===== src/pkg/adc_ctl_pkg.sv =====
// Constants, register map and types shared by the converter control block.
package adc_ctl_pkg;

    // ***********************************************************************
    // Register byte offsets on the Avalon-MM slave.
    // ***********************************************************************
    localparam logic [4:0] OFF_MUX    = 5'h00;
    localparam logic [4:0] OFF_CTRL   = 5'h04;
    localparam logic [4:0] OFF_CTRLB  = 5'h08;
    localparam logic [4:0] OFF_RES_LO = 5'h0c;
    localparam logic [4:0] OFF_RES_HI = 5'h10;

    // ***********************************************************************
    // Field positions and reset values.
    // ***********************************************************************
    localparam int MUX_LEFT_BIT   = 5;
    localparam int CTRL_ON_BIT    = 7;
    localparam int CTRL_START_BIT = 6;
    localparam int CTRL_ATE_BIT   = 5;
    localparam int CTRL_FLAG_BIT  = 4;
    localparam int CTRL_IE_BIT    = 3;
    localparam int RESULT_W       = 10;
    localparam int LEFT_PAD_W     = 6;
    localparam logic [7:0] REG_RESET   = 8'h00;
    localparam logic [2:0] SRC_FREE    = 3'h0;

    // ***********************************************************************
    // Conversion lengths in converter clock cycles.
    // ***********************************************************************
    localparam logic [4:0] CONV_CYCLES_NORMAL = 5'd13;
    localparam logic [4:0] CONV_CYCLES_FIRST  = 5'd25;

    // ***********************************************************************
    // Channel codes and analog selector encodings.
    // ***********************************************************************
    localparam logic [1:0] CH_GRP_SINGLE = 2'b00;
    localparam logic [2:0] CH_GRP_DIFF1  = 3'b100;
    localparam logic [4:0] CH_DIFF2_LAST = 5'h1d;
    localparam logic [4:0] CH_DIFF2_LO   = 5'h18;
    localparam logic [4:0] CH_BANDGAP    = 5'h1e;
    localparam logic [3:0] POS_BANDGAP   = 4'h8;
    localparam logic [3:0] POS_GROUND    = 4'h9;
    localparam logic [1:0] NEG_NONE      = 2'h0;
    localparam logic [1:0] NEG_IN1       = 2'h1;
    localparam logic [1:0] NEG_IN2       = 2'h2;

    typedef enum logic [1:0] {
        ST_IDLE = 2'b01,
        ST_CONV = 2'b10
    } conv_state_e;

    // Divide ratio of the converter clock for each prescaler code.
    function automatic logic [7:0] div_ratio(input logic [2:0] sel);
        logic [7:0] r;
        r = 8'h02;
        if (sel > 3'h1)
        begin
            r = 8'h01 << sel;
        end
        return r;
    endfunction

endpackage


===== src/pkg/clk_div_if.sv =====
// Link between the control logic and its converter clock prescaler.
`timescale 1ns/10ps
interface clk_div_if;
    logic       run;
    logic [2:0] sel;
    logic       tick;

    modport ctl (output run, output sel, input tick);
    modport div (input run, input sel, output tick);
endinterface


===== src/hw/adc_clk_div.sv =====
// Prescaler that forms the converter clock tick from the system clock.
`timescale 1ns/10ps
module adc_clk_div
    import adc_ctl_pkg::*;
(
    // Clock and reset.
    input wire logic ref_clk,
    input wire logic rstn,
    // Control side.
    clk_div_if.div   dv
);

    logic [7:0] cnt_q;
    logic [7:0] cnt_d;
    logic       tick_q;
    logic       tick_d;

    // Count one ratio per tick; held at zero while the converter is off.
    always_comb
    begin
        cnt_d  = 8'h00;
        tick_d = 1'b0;
        if (dv.run)
        begin
            if (cnt_q >= div_ratio(dv.sel) - 8'h01)
            begin
                tick_d = 1'b1;
            end
            else
            begin
                cnt_d = cnt_q + 8'h01;
            end
        end
    end

    // Registers of the prescaler.
    always_ff @(posedge ref_clk or negedge rstn)
    begin
        if (!rstn)
        begin
            cnt_q  <= 8'h00;
            tick_q <= 1'b0;
        end
        else
        begin
            cnt_q  <= cnt_d;
            tick_q <= tick_d;
        end
    end

    assign dv.tick = tick_q;

endmodule


===== src/hw/adc_conversion_control.sv =====
// Conversion control of a 10-bit successive-approximation converter.
//
// What this block does
// - Left-justify bit set shows result left-justified, else right-justified.
// - Justification change shows on result registers immediately.
// - Codes 0-7 pick single inputs; 11110 bandgap, 11111 ground.
// - Codes 10000-10111 pair input n with 1; 11000-11101 with 2.
// - Channel writes during a conversion apply only after it completes.
// - Converter on bit powers the converter up; clearing it turns off.
// - Clearing the on bit during a conversion aborts it.
// - First conversion after enabling takes 25 cycles, else 13.
// - Start bit reads one while busy; writing zero does nothing.
// - Auto-trigger starts a conversion on a rising trigger edge while idle.
// - Done flag sets when a conversion ends; the result is stored unless locked.
// - Interrupt asks only while flag, enable and global enable hold.
// - Taking the interrupt vector clears the done flag.
// - Writing one clears the done flag, writing zero leaves it.
// - Prescaler codes give ratios 2,2,4,8,16,32,64,128.
// - Trigger source field picks the event; zero means free running.
// - After low byte read, result holds until the high byte read.
//
// The Avalon-MM interface to the registers and the address map were chosen for this implementation.
`timescale 1ns/10ps
module adc_conversion_control
    import adc_ctl_pkg::*;
#(
    parameter int TRIG_N = 7
)
(
    // Clock and reset.
    input  wire logic              ref_clk,
    input  wire logic              rstn,
    // Avalon-MM slave.
    input  wire logic [4:0]        avs_address,
    input  wire logic              avs_read,
    input  wire logic              avs_write,
    input  wire logic [31:0]       avs_writedata,
    input  wire logic [3:0]        avs_byteenable,
    output logic      [31:0]       avs_readdata,
    output logic                   avs_waitrequest,
    // Processor side.
    input  wire logic              global_irq_en,
    input  wire logic              irq_ack,
    output logic                   irq_q,
    input  wire logic [TRIG_N-1:0] trig_in,
    // Analog front end.
    input  wire logic [9:0]        afe_result,
    output logic                   afe_power_q,
    output logic                   afe_start_q,
    output logic                   afe_step_q,
    output logic                   afe_diff_q,
    output logic      [3:0]        afe_pos_sel_q,
    output logic      [1:0]        afe_neg_sel_q
);

    // ***********************************************************************
    // Prescaler.
    // ***********************************************************************
    clk_div_if   cdv ();
    adc_clk_div  u_div (.ref_clk(ref_clk), .rstn(rstn), .dv(cdv.div));

    // ***********************************************************************
    // State and bus decode.
    // ***********************************************************************
    logic [7:0]    mux_q, mux_d;
    logic          en_q, en_d, ate_q, ate_d, flag_q, flag_d, ie_q, ie_d;
    logic [2:0]    ps_q, ps_d, src_q, src_d;
    logic [4:0]    ch_q, ch_d, cnt_q, cnt_d;
    logic [9:0]    res_q, res_d;
    logic          first_q, first_d, lock_q, lock_d, trig_prev_q;
    logic          wait_q, wait_d, irq_d, start_d, step_d;
    logic [31:0]   rdata_q, rdata_d;
    conv_state_e   st_q, st_d;
    logic          wr_acc, rd_acc, wr_ctrl, trig_sel, trig_edge;
    logic          sw_start, done, free_run, launch;
    logic [7:0]    wdat, res_lo, res_hi;
    logic [4:0]    len;
    logic          dec_diff;
    logic [3:0]    dec_pos;
    logic [1:0]    dec_neg;

    assign wdat     = avs_writedata[7:0];
    assign wr_acc   = avs_write && !wait_q && avs_byteenable[0];
    assign rd_acc   = avs_read && !wait_q;
    assign wr_ctrl  = wr_acc && avs_address == OFF_CTRL;
    assign cdv.run  = en_q;
    assign cdv.sel  = ps_q;

    // Justification is applied at read time, so the bit acts at once.
    assign res_hi = mux_q[MUX_LEFT_BIT] ? res_q[9:2]
                  : {{LEFT_PAD_W{1'b0}}, res_q[9:8]};
    assign res_lo = mux_q[MUX_LEFT_BIT] ? {res_q[1:0], {LEFT_PAD_W{1'b0}}}
                  : res_q[7:0];

    // Trigger selection; code zero has no edge of its own.
    assign trig_sel  = (src_q == SRC_FREE) ? 1'b0 : trig_in[src_q - 3'h1];
    assign trig_edge = ate_q && en_q && trig_sel && !trig_prev_q;
    assign free_run  = ate_q && src_q == SRC_FREE;
    assign sw_start  = wr_ctrl && wdat[CTRL_START_BIT]
                     && wdat[CTRL_ON_BIT];
    assign len       = first_q ? CONV_CYCLES_FIRST : CONV_CYCLES_NORMAL;
    // An off write in the same cycle cancels both; the bus write is decoded
    // here, not en_d, so no loop runs back through the sequencer.
    assign done      = st_q == ST_CONV && cdv.tick && cnt_q == len - 5'd1
                     && !(wr_ctrl && !wdat[CTRL_ON_BIT]);
    assign launch    = st_q == ST_IDLE && (sw_start
                     || (trig_edge && !(wr_ctrl && !wdat[CTRL_ON_BIT])));

    // Channel code to analog selector decode.
    always_comb
    begin
        dec_diff = 1'b0;
        dec_pos  = POS_GROUND;
        dec_neg  = NEG_NONE;
        if (ch_d[4:3] == CH_GRP_SINGLE)
        begin
            dec_pos = {1'b0, ch_d[2:0]};
        end
        else if (ch_d[4:2] == CH_GRP_DIFF1 || ch_d[4:2] == 3'b101)
        begin
            dec_diff = 1'b1;
            dec_pos  = {1'b0, ch_d[2:0]};
            dec_neg  = NEG_IN1;
        end
        else if (ch_d >= CH_DIFF2_LO && ch_d <= CH_DIFF2_LAST)
        begin
            dec_diff = 1'b1;
            dec_pos  = {1'b0, ch_d[2:0]};
            dec_neg  = NEG_IN2;
        end
        else if (ch_d == CH_BANDGAP)
        begin
            dec_pos = POS_BANDGAP;
        end
    end

    // Next values of registers, conversion sequencer and bus answer.
    always_comb
    begin
        mux_d   = mux_q;
        en_d    = en_q;
        ate_d   = ate_q;
        ie_d    = ie_q;
        ps_d    = ps_q;
        src_d   = src_q;
        if (wr_acc && avs_address == OFF_MUX)
        begin
            mux_d = wdat;
        end
        if (wr_ctrl)
        begin
            en_d  = wdat[CTRL_ON_BIT];
            ate_d = wdat[CTRL_ATE_BIT];
            ie_d  = wdat[CTRL_IE_BIT];
            ps_d  = wdat[2:0];
        end
        if (wr_acc && avs_address == OFF_CTRLB)
        begin
            src_d = wdat[2:0];
        end
        st_d    = st_q;
        cnt_d   = cnt_q;
        ch_d    = ch_q;
        start_d = 1'b0;
        if (!en_d)
        begin
            st_d  = ST_IDLE;
            cnt_d = 5'd0;
        end
        else if (launch)
        begin
            st_d    = ST_CONV;
            cnt_d   = 5'd0;
            ch_d    = mux_d[4:0];
            start_d = 1'b1;
        end
        else if (st_q == ST_CONV && cdv.tick)
        begin
            cnt_d = cnt_q + 5'd1;
            if (done)
            begin
                cnt_d = 5'd0;
                ch_d  = mux_d[4:0];
                if (free_run)
                begin
                    start_d = 1'b1;
                end
                else
                begin
                    st_d = ST_IDLE;
                end
            end
        end
        first_d = !en_q || (first_q && !done);
        // A finishing conversion wins over a clear in the same cycle.
        flag_d  = flag_q;
        if ((wr_ctrl && wdat[CTRL_FLAG_BIT]) || irq_ack)
        begin
            flag_d = 1'b0;
        end
        if (done)
        begin
            flag_d = 1'b1;
        end
        // A locked result drops the new sample rather than tear the pair.
        res_d  = (done && !lock_q) ? afe_result : res_q;
        lock_d = lock_q;
        if (rd_acc && avs_address == OFF_RES_LO)
        begin
            lock_d = 1'b1;
        end
        else if (rd_acc && avs_address == OFF_RES_HI)
        begin
            lock_d = 1'b0;
        end
        irq_d  = flag_q && ie_q && global_irq_en;
        step_d = st_q == ST_CONV && cdv.tick;
        // One wait cycle per access; read data are fetched in it.
        wait_d  = !(wait_q && (avs_read || avs_write));
        rdata_d = rdata_q;
        if (wait_q && avs_read)
        begin
            unique case (avs_address)
                OFF_MUX:    rdata_d = {24'h0, mux_q};
                OFF_CTRL:   rdata_d = {24'h0, en_q, st_q == ST_CONV,
                                       ate_q, flag_q, ie_q, ps_q};
                OFF_CTRLB:  rdata_d = {29'h0, src_q};
                OFF_RES_LO: rdata_d = {24'h0, res_lo};
                OFF_RES_HI: rdata_d = {24'h0, res_hi};
                default:    rdata_d = 32'h0;
            endcase
        end
    end

    // Registers.
    always_ff @(posedge ref_clk or negedge rstn)
    begin
        if (!rstn)
        begin
            mux_q         <= REG_RESET;
            en_q          <= 1'b0;
            ate_q         <= 1'b0;
            flag_q        <= 1'b0;
            ie_q          <= 1'b0;
            ps_q          <= 3'h0;
            src_q         <= SRC_FREE;
            ch_q          <= 5'h00;
            cnt_q         <= 5'd0;
            res_q         <= 10'h000;
            first_q       <= 1'b1;
            lock_q        <= 1'b0;
            trig_prev_q   <= 1'b0;
            st_q          <= ST_IDLE;
            wait_q        <= 1'b1;
            rdata_q       <= 32'h0;
            irq_q         <= 1'b0;
            afe_start_q   <= 1'b0;
            afe_step_q    <= 1'b0;
            afe_diff_q    <= 1'b0;
            afe_pos_sel_q <= 4'h0;
            afe_neg_sel_q <= NEG_NONE;
        end
        else
        begin
            mux_q         <= mux_d;
            en_q          <= en_d;
            ate_q         <= ate_d;
            flag_q        <= flag_d;
            ie_q          <= ie_d;
            ps_q          <= ps_d;
            src_q         <= src_d;
            ch_q          <= ch_d;
            cnt_q         <= cnt_d;
            res_q         <= res_d;
            first_q       <= first_d;
            lock_q        <= lock_d;
            trig_prev_q   <= trig_sel;
            st_q          <= st_d;
            wait_q        <= wait_d;
            rdata_q       <= rdata_d;
            irq_q         <= irq_d;
            afe_start_q   <= start_d;
            afe_step_q    <= step_d;
            afe_diff_q    <= dec_diff;
            afe_pos_sel_q <= dec_pos;
            afe_neg_sel_q <= dec_neg;
        end
    end

    assign avs_readdata    = rdata_q;
    assign avs_waitrequest = wait_q;
    assign afe_power_q     = en_q;
endmodule


===== config.mk =====
export PLATFORM = sky130hd
export DESIGN_NAME = adc_conversion_control
export DESIGN_NICKNAME = d
export VERILOG_FILES = /design/src/pkg/adc_ctl_pkg.sv /design/src/pkg/clk_div_if.sv /design/src/hw/adc_clk_div.sv /design/src/hw/adc_conversion_control.sv
export SDC_FILE = /design/constraint.sdc
export NUM_CORES = 1
export LEC_CHECK = 0
export BUFFER_PORTS_ARGS = -buffer_cell sky130_fd_sc_hd__buf_4
export CELL_PAD_IN_SITES_DETAIL_PLACEMENT = 2
export CELL_PAD_IN_SITES_GLOBAL_PLACEMENT = 2
export CORE_ASPECT_RATIO = 1.2
export CORE_MARGIN = 10
export CORE_UTILIZATION = 35
export DETAILED_ROUTE_END_ITERATION = 8
export GPL_TIMING_DRIVEN = 0
export PLACE_DENSITY_LB_ADDON = 0.1
export SETUP_SLACK_MARGIN = 0.2
export SYNTH_ARGS = -nofsm -noshare
export SYNTH_HDL_FRONTEND = slang
export SYNTH_SLANG_ARGS = --single-unit
export TNS_END_PERCENT = 30

===== constraint.sdc =====
create_clock -name ref_clk -period 7 [get_ports ref_clk]
set_input_delay 1.4 -clock ref_clk [delete_from_list [all_inputs] [get_ports ref_clk]]
set_output_delay 1.4 -clock ref_clk [all_outputs]
set_load 0.02 [all_outputs]

==> results of run 1 <==
==> worst max-delay path by stage <==
stage | start | end | depth (start not counted)
after detailed placement | avs_address[4] | ch_q[0]$_DFF_PN0_ | 7
final | avs_address[4] | ch_q[0]$_DFF_PN0_ | 7
after floorplan | avs_address[2] | afe_pos_sel_q[2]$_DFF_PN0_ | 8
after global routing | avs_address[4] | ch_q[0]$_DFF_PN0_ | 7
after global placement | avs_address[4] | ch_q[0]$_DFF_PN0_ | 7
after CTS | avs_address[4] | ch_q[0]$_DFF_PN0_ | 7
==> metrics by stage <==
stage / instance area (um2) / setup WS (ns)
5_1_grt: 4850 / 3.29
2_1_floorplan: 3970 / 3.52
4_1_cts: 4850 / 3.41
6_report: 4850 / 3.40
3_5_place_dp: 4540 / 3.07
3_3_place_gp: 4540 / 3.08
==> registers in the layout, summed over array words and instances, names as in the netlist, 2 cells and up <==
name           cells
res_q             10
avs_readdata       8
mux_q              8
u_div.cnt_q        8
ch_q               5
cnt_q              5
afe_pos_sel_q      4
cdv.sel            3
src_q              3
afe_neg_sel_q      2
st_q               2
==> placed cells by master (no fill, tap or decap), drive strengths merged, types with 3 or more instances in the layout <==
cell / count
nand3: 13
buf: 81
conb: 27
dfrtp: 68
inv: 20
nand2b: 4
mux2: 25
nor3: 6
mux2i: 13
clkinv: 3
o21ai: 15
nor2b: 3
a32o: 4
and3: 7
dfstp: 3
ha: 14
nor2: 25
a221oi: 4
xor2: 10
and2: 4
a21o: 3
clkbuf: 16
a21oi: 18
o31ai: 3
nand2: 48
==> logic make-up after synthesis <==
group | count (synthesis) | synth area share
xor+xnor | 11 | 0.0249
buf+inv | 52 | 0.0801
fa+ha+maj | 14 | 0.0452
compound gates | 65 | 0.121
simple gates | 123 | 0.156
mux | 38 | 0.111
flops | 71 | 0.460
other cells | 2 | 0.00194
==> worst reg2reg max path: stages, from the launching register on <==
cell and delay (ns):
dfrtp_1 0.40, inv_1 0.09, ha_1 0.20, ha_1 0.34
mux2_2 0.26, o31ai_1 0.07, nor4_1 0.62, o221ai_4 0.31
a21oi_4 0.29, buf_12 0.18, mux2_4 0.30
==> layer usage <==
| layer | vias to the layer above | GRT usage | wire length (um) |
|---|---|---|---|
| met5 | - | 0 | 13 |
| met4 | 2 | 0.0515 | 153 |
| met3 | 14 | 0.0403 | 484 |
| met2 | 55 | 0.270 | 6050 |
| met1 | 1564 | 0.177 | 4510 |
| li1 | 1447 | - | - |
==> power groups by stage <==
| stage | Combinational, mW | Clock, mW | Sequential, mW |
|---|---|---|---|
| after detailed placement | 0.137 | 0 | 0.451 |
| after global placement | 0.132 | 0 | 0.450 |
| after floorplan | 0.0830 | 0 | 0.448 |
| final | 0.137 | 0.471 | 0.443 |
| after global routing | 0.154 | 0.501 | 0.446 |
| after CTS | 0.138 | 0.482 | 0.444 |
==> final cells by class <==
type | instances | area (um2)
Timing Repair Buffer | 54 | 405
Tap cell | 132 | 165
Buffer | 32 | 235
Sequential cell | 71 | 1780
Fill cell | 1200 | 6080
Clock inverter | 5 | 56.3
Inverter | 20 | 75.1
Multi-Input combinational cell | 278 | 1880
Clock buffer | 11 | 253
==> flow_metrics.env, run 1 <==
export IMPL_status="complete, no violations"
export IMPL_yosys_top_cells_area="dfrtp_1 44%, mux2_2 5.8%, buf_4 4.7%, nand2_1 4.7%, ha_1 4.5%"
export IMPL_vdd_ir_drop_max_mv=0.105
export IMPL_r2r_start="src_q[0]$_DFFE_PN0P_"
export IMPL_synth_seq_cells=71
export IMPL_powerDensity_nw_per_um2=217
export IMPL_maxSlewHeadroom=0.385
export IMPL_cp_end_kind="flip-flop"
export IMPL_numCtsBuffers=9
export IMPL_postSynthAreaPerCell_um2=10.3
export IMPL_fp_dieW_um=116
export IMPL_finalPower_mw=1.05
export IMPL_crit_type="input pin to flip-flop"
export IMPL_ctsHoldBuffers=0
export IMPL_comb_power_share=0.130
export IMPL_rows=42
export IMPL_synth_edf_count=0
export IMPL_grt_pass1_vias=3465
export IMPL_vias_per_cell=5.11
export IMPL_required_ns=7.22
export IMPL_vias=3082
export IMPL_post_cts_resized=0
export IMPL_utilization=0.443
export IMPL_pwr_share_clk=0.449
export IMPL_hold_path_class="flip-flop to flip-flop"
export IMPL_clock_sinks=71
export IMPL_die_h_um=135
export IMPL_worst_pin_slew_ns=0.922
export IMPL_max_stage_delay_ns=0.64
export IMPL_grt_antenna_before_repair=1
export IMPL_io_pins=108
export IMPL_fin_cells=603
export IMPL_drt_total_wl_mm=11.2
export IMPL_holdPathStages=2
export IMPL_reg2reg_slack_ns=3.82
export IMPL_hpwl_mm=8.61
export IMPL_grt_pass1_wl_mm=18.9
export IMPL_core_um2=10900
export IMPL_ys_top_cells_by_count="68 x dfrtp_1, 48 x nand2_1, 24 x buf_4"
export IMPL_clkLatencyLatePin_ns=0.34
export IMPL_netlist_area_um2=3870
export IMPL_min_from="first_q$_DFF_PN1_"
export IMPL_synth_ff_type="dfrtp_1"
export IMPL_antenna_diode_count=0
export IMPL_dr_first_iter_drc_count=148
export IMPL_die_area_um2=15700
export IMPL_placement_io_buffers=54
export IMPL_cts_buffer_depth=2
export IMPL_crit_family="simple AND/OR/NAND/NOR gates"
export IMPL_path_cells="buf_4, or4b_4, nor3b_4, mux2i_1, a21oi_4, buf_12, mux2_4"
export IMPL_tns_ns=0
export IMPL_placed_cells=587
export IMPL_cts_clk_slew_worst_paths_ns=0.06
export IMPL_whs_ns=0.474
export IMPL_cp_num_buf_inv=2
export IMPL_swShare=0.258
export IMPL_crit_fanout=10
export IMPL_p_leak_nw=2.46
export IMPL_period_share=0.514
export IMPL_cp_start_kind="input pin"
export IMPL_drc=0
export IMPL_finalSetupViolCount=0
export IMPL_rsz0062_at_grt="no"
export IMPL_seq_area_frac_synth=0.460
export IMPL_maxCapViolations=0
export IMPL_period_needed_ns=3.60
export IMPL_overflow=0
export IMPL_p_sw_mw=0.271
export IMPL_r2r_end="ch_q[0]$_DFF_PN0_"
export IMPL_finalMaxSlewViolations=0
export IMPL_track_usage=0.154
export IMPL_clock_skew_ns=0.00709
export IMPL_grt_max_degree=72
export IMPL_gp_congestion=0.840
export IMPL_r2r_cells=10
export IMPL_htreeDepth=3
export IMPL_tritoncts="built"
export IMPL_max_freq_mhz=278
export IMPL_cts_root_buf="clkbuf_16"
export IMPL_internal_power_mw=0.780
export IMPL_synthArstFlopShare=1.00
export IMPL_ys_types=58
export IMPL_synth_top_area_frac=0.439
export IMPL_syn_inst=376
export IMPL_finalHoldViolations=0
export IMPL_drtPass1Iterations=4
export IMPL_drive_gt1_frac=0.282
export IMPL_worstPathArrival_ns=3.82
export IMPL_seqPwrFrac=0.422
export IMPL_synth_most_common_cell="dfrtp_1"
export IMPL_yosysWarnings=0
export IMPL_post_cts_setup_buffers=0
export IMPL_wl_per_cell_um=18.6
export IMPL_yosys_area_top_type="dfrtp_1"
export IMPL_nNetsFinal=544
export IMPL_initial_core_util=0.354
export IMPL_min_to="first_q$_DFF_PN1_"
export IMPL_drtAntennaViolNets=0
export IMPL_crit_slowest_cell="mux2i_1"
export IMPL_area_delta_synth_final_pct=25.1
Power figures use the tool's default switching activity.
==> run 2, diff against run 1 <==
Settings changed: CORE_UTILIZATION 35 to 29.
Clock period 7 ns to 3.2 ns, I/O delays scaled along.
==> flow_metrics.env, run 2 (synthesis gave the netlist of run 1 again) <==
export IMPL_hpwl_mm=8.90
export IMPL_crit_start="src_q[0]$_DFFE_PN0P_"
export IMPL_n_fill_cell=1428
export IMPL_powerDensity_nw_per_um2=480
export IMPL_drtAntennaViolNets=0
export IMPL_finalMaxSlewViolations=0
export IMPL_cp_end_kind="flip-flop"
export IMPL_initial_core_util=0.294
export IMPL_grt_busiest_layer="met2"
export IMPL_clock_skew_ns=0.00450
export IMPL_comb_power_share=0.128
export IMPL_placement_io_buffers=54
export IMPL_grt_antenna_before_repair=1
export IMPL_pwr_share_clk=0.464
export IMPL_drtPass1Iterations=4
export IMPL_cpMostUsedCell="ha_1"
export IMPL_cp_start_kind="flip-flop"
export IMPL_swShare=0.249
export IMPL_status="complete, no violations"
export IMPL_seqPwrFrac=0.408
export IMPL_die_h_um=147
export IMPL_finalHoldViolations=0
export IMPL_path_cells="inv_1, ha_1, ha_1, mux2_2, o31ai_1, nor4_2, o221ai_4, a21oi_4, buf_12, mux2_4"
export IMPL_clock_sinks=71
export IMPL_hold_path_class="input pin to async pin"
export IMPL_post_dp_cell_area_um2=4580
export IMPL_largest_reg_flops=10
export IMPL_drive_gt1_frac=0.291
export IMPL_dr_first_iter_drc_count=102
export IMPL_crit_fanout=10
export IMPL_max_stage_delay_ns=0.41
export IMPL_use_met3=0.0250
export IMPL_final_area_um2=4960
export IMPL_r2r_start="src_q[0]$_DFFE_PN0P_"
export IMPL_rows=46
export IMPL_grt_max_degree=72
export IMPL_antenna_diode_count=0
export IMPL_grt_pass1_vias=3481
export IMPL_whs_ns=0.441
export IMPL_maxCapViolations=0
export IMPL_crit_type="flip-flop to flip-flop"
export IMPL_numCtsBuffers=9
export IMPL_overflow=0
export IMPL_clkLatencyLatePin_ns=0.34
export IMPL_io_pins=108
export IMPL_cts_buffer_depth=2
export IMPL_track_usage=0.129
export IMPL_rsz0062_at_grt="no"
export IMPL_nNetsFinal=548
export IMPL_final_cell_mix="82 x buf_4, 68 x dfrtp_1, 48 x nand2_1"
export IMPL_reg2reg_slack_ns=0.39
export IMPL_cts_clk_slew_worst_paths_ns=0.06
export IMPL_core_um2=13200
export IMPL_fp_dieW_um=125
export IMPL_htreeDepth=3
export IMPL_use_met2=0.226
export IMPL_tritoncts="built"
export IMPL_die_area_um2=18400
export IMPL_pre_cts_ws_ns=0.0176
export IMPL_drc=0
export IMPL_max_freq_mhz=355
export IMPL_required_ns=3.42
export IMPL_internal_power_mw=1.79
export IMPL_p_leak_nw=2.49
export IMPL_period_needed_ns=2.81
export IMPL_maxSlewHeadroom=0.348
export IMPL_vias_per_cell=4.76
export IMPL_drt_total_wl_mm=11.7
export IMPL_worst_pin_slew_ns=0.978
export IMPL_vias=3061
export IMPL_vdd_ir_drop_max_mv=0.175
export IMPL_finalSetupViolCount=0
export IMPL_largest_register="res_q"
export IMPL_tns_ns=0
export IMPL_setup_slack_ns=0.386
export IMPL_ctsHoldBuffers=0
export IMPL_worstPathArrival_ns=3.03
export IMPL_cts_root_buf="clkbuf_16"
export IMPL_p_sw_mw=0.593
export IMPL_wl_per_cell_um=18.1
export IMPL_final_common_cell="buf_4"
export IMPL_use_met1=0.149
export IMPL_gp_congestion=0.762
export IMPL_area_delta_synth_final_pct=28.2
export IMPL_crit_slowest_cell="dfrtp_1"
export IMPL_period_share=0.879
export IMPL_grt_pass1_wl_mm=19.1
[run 2: power groups by stage]
| stage | clock (mW) | sequential, mW | combinational [mW] |
|---|---|---|---|
| 4_1_cts | 1.14 | 0.972 | 0.305 |
| 6_report | 1.11 | 0.970 | 0.305 |
| 2_1_floorplan | 0 | 0.980 | 0.182 |
| 3_5_place_dp | 0 | 0.986 | 0.302 |
| 5_1_grt | 1.17 | 0.978 | 0.346 |
| 3_3_place_gp | 0 | 0.985 | 0.293 |
[run 2: repair_timing]
action	4_1_cts	5_1_grt
resized for setup	1	4
pin swaps	0	4
buffers inserted	0	4
endpoints found under the hold margin	0	0
setup endpoints to repair	19	19
[run 2: layer usage]
layer | wire length, um | part of all wire
met5 | 13 | 0.0011
met1 | 4850 | 0.42
met3 | 379 | 0.032
met4 | 214 | 0.018
met2 | 6210 | 0.53
[run 2: final cells by class]
class	count	area, um2	area share
sequential	71	1780	0.359
clock inverter	3	65.1	0.0131
inverter	20	75.1	0.0151
clock buffer	13	260	0.0524
buffer	32	235	0.0474
timing repair buffer	58	435	0.0877
multi-input combinational	278	1900	0.383
tap	168	210	0.0423
[run 2: metrics by stage]
step / std cells / power [mW] / util
after detailed placement: 623 / 1.29 / 0.348
after CTS: 639 / 2.41 / 0.373
after global routing: 643 / 2.50 / 0.377
final: 643 / 2.38 / 0.377
after global placement: 623 / 1.28 / 0.348
after floorplan: 401 / 1.16 / -
[run 2: path summary, 6_finish.rpt]
| kind | end | cells after the start |
|---|---|---|
| min in group ref_clk | avs_waitrequest$_DFF_PN1_ | 2 |
| worst min-delay path | u_div.cnt_q[1]$_DFF_PN0_ | 1 |
| worst max register to register | ch_q[0]$_DFF_PN0_ | 10 |
| worst min register to register | first_q$_DFF_PN1_ | 2 |
| worst max-delay path | ch_q[0]$_DFF_PN0_ | 10 |
| max in group asynchronous | ie_q$_DFFE_PN0N_ | 1 |
[run 2: worst max-delay path, delay by kind of cell, from the launching register on]
family                     cells  cell delay [ns]
AOI/OAI and AO/OA              3             0.68
adders and majority gates      2             0.55
buffers and inverters          2             0.27
DFF                            1             0.41
muxes                          2             0.66
and+or+nand+nor                1             0.11
==> run 3, diff against run 2 <==
Settings changed: GPL_TIMING_DRIVEN 0 to not set.
==> flow_metrics.env, run 3 (synthesis gave the netlist of run 1 again) <==
export IMPL_final_common_cell="dfrtp_1"
export IMPL_numCtsBuffers=9
export IMPL_cp_num_buf_inv=3
export IMPL_max_freq_mhz=355
export IMPL_track_usage=0.127
export IMPL_largest_reg_flops=10
export IMPL_drtAntennaViolNets=0
export IMPL_p_leak_nw=2.37
export IMPL_path_cells="inv_1, ha_1, ha_1, mux2_2, o31ai_2, nor4_1, buf_4, o221ai_4, a21oi_4, buf_12, mux2_4"
export IMPL_placement_io_buffers=56
export IMPL_fin_cells=618
export IMPL_finalMaxSlewViolations=0
export IMPL_comb_power_share=0.121
export IMPL_multiInputGateArea_um2=1890
export IMPL_tritoncts="built"
export IMPL_worst_pin_slew_ns=0.963
export IMPL_grt_pass1_vias=3275
export IMPL_wl_per_cell_um=18.5
export IMPL_grt_antenna_before_repair=0
export IMPL_dr_first_iter_drc_count=139
export IMPL_cts_buffer_depth=2
export IMPL_grt_pass1_wl_mm=19.0
export IMPL_internal_power_mw=1.71
export IMPL_powerDensity_nw_per_um2=483
export IMPL_ctsHoldBuffers=0
export IMPL_fp_dieW_um=125
export IMPL_crit_slowest_cell="dfrtp_1"
export IMPL_crit_fanout=12
export IMPL_cts_clk_slew_worst_paths_ns=0.06
export IMPL_maxCapViolations=0
export IMPL_clkLatencyLatePin_ns=0.33
export IMPL_drive_gt1_frac=0.264
export IMPL_gp_congestion=0.830
export IMPL_antenna_diode_count=0
export IMPL_hpwl_mm=8.88
export IMPL_crit_family="multiplexers"
export IMPL_core_um2=13200
export IMPL_htreeDepth=3
export IMPL_seqPwrFrac=0.423
export IMPL_vias_per_cell=4.84
export IMPL_clock_skew_ns=0.00556
export IMPL_grt_max_degree=72
export IMPL_cp_end_kind="flip-flop"
export IMPL_finalSetupViolCount=0
export IMPL_clock_sinks=71
export IMPL_tns_ns=0
export IMPL_cp_start_kind="flip-flop"
export IMPL_swShare=0.257
export IMPL_regArea_um2=1780
export IMPL_final_cell_mix="68 x dfrtp_1, 64 x buf_4, 48 x nand2_1"
export IMPL_required_ns=3.42
export IMPL_period_needed_ns=2.82
export IMPL_worstPathArrival_ns=3.03
export IMPL_pwr_share_clk=0.456
export IMPL_initial_core_util=0.294
export IMPL_largest_register="res_q"
export IMPL_drtPass1Iterations=4
export IMPL_area_delta_synth_final_pct=23.1
export IMPL_p_sw_mw=0.592
export IMPL_period_share=0.880
export IMPL_nNetsFinal=523
export IMPL_vias=2989
export IMPL_placed_cells=601
export IMPL_rsz0062_at_grt="no"
export IMPL_drt_total_wl_mm=11.5
export IMPL_finalHoldViolations=0
export IMPL_hold_path_class="input pin to async pin"
export IMPL_pre_cts_ws_ns=0.277
export IMPL_maxSlewHeadroom=0.358
export IMPL_rows=46
export IMPL_die_area_um2=18400
export IMPL_overflow=0
export IMPL_cts_root_buf="clkbuf_16"
export IMPL_die_h_um=147
export IMPL_cpMostUsedCell="ha_1"
export IMPL_status="complete, no violations"
export IMPL_max_stage_delay_ns=0.41
export IMPL_crit_type="flip-flop to flip-flop"
export IMPL_n_fill_cell=1461
export IMPL_drc=0
export IMPL_vdd_ir_drop_max_mv=0.188
export IMPL_io_pins=108
export IMPL_setup_slack_ns=0.383
run 3: worst paths after layout:
path / from / end / slack (ns) / cells after the start
max: src_q[0]$_DFFE_PN0P_ / ch_q[0]$_DFF_PN0_ / 0.38 / 11
min: rstn / u_div.cnt_q[0]$_DFF_PN0_ / 0.43 / 1
max reg2reg: src_q[0]$_DFFE_PN0P_ / ch_q[0]$_DFF_PN0_ / 0.38 / 11
min reg2reg: first_q$_DFF_PN1_ / first_q$_DFF_PN1_ / 0.48 / 2
max in group asynchronous: rstn / ch_q[4]$_DFF_PN0_ / 2.11 / 1
min in group ref_clk: first_q$_DFF_PN1_ / first_q$_DFF_PN1_ / 0.48 / 2
run 3: routing by layer:
| layer | wire length, um | GRT usage | up-vias |
|---|---|---|---|
| met1 | 4980 | 0.154 | 1520 |
| met2 | 5890 | 0.213 | 45 |
| met3 | 404 | 0.0261 | 12 |
| met4 | 173 | 0.0531 | 0 |
| met5 | 0 | 0 | - |
| li1 | - | - | 1412 |
run 3: final cells by class:
class / instances / area share
sequential: 71 / 0.374
tap: 168 / 0.0441
inverter: 20 / 0.0158
timing repair buffer: 65 / 0.105
clock buffer: 13 / 0.0567
clock inverter: 3 / 0.00840
multi-input combinational: 278 / 0.396
run 3: through the flow:
stage                     instance area (um2)   util  hold slack, ns  total power [mW]
after floorplan                          3970      -           0.344              1.16
after detailed placement                 4430  0.336           0.470              1.27
after global placement                   4430  0.336           0.458              1.26
final                                    4770  0.362           0.429              2.30
after CTS                                4750  0.360           0.463              2.34
after global routing                     4770  0.362           0.472              2.41
run 3: timing repair:
action,CTS,global route
setup buffers,0,1
resized for setup,1,3
setup endpoints to repair,1,16
endpoints found under the hold margin,0,0
run 3: power groups by stage:
| stage | registers, mW | clock network (mW) | logic [mW] |
|---|---|---|---|
| after floorplan | 0.980 | 0 | 0.182 |
| after global placement | 0.988 | 0 | 0.269 |
| after detailed placement | 0.990 | 0 | 0.278 |
| after CTS | 0.975 | 1.08 | 0.281 |
| after global routing | 0.981 | 1.12 | 0.313 |
| final | 0.974 | 1.05 | 0.279 |
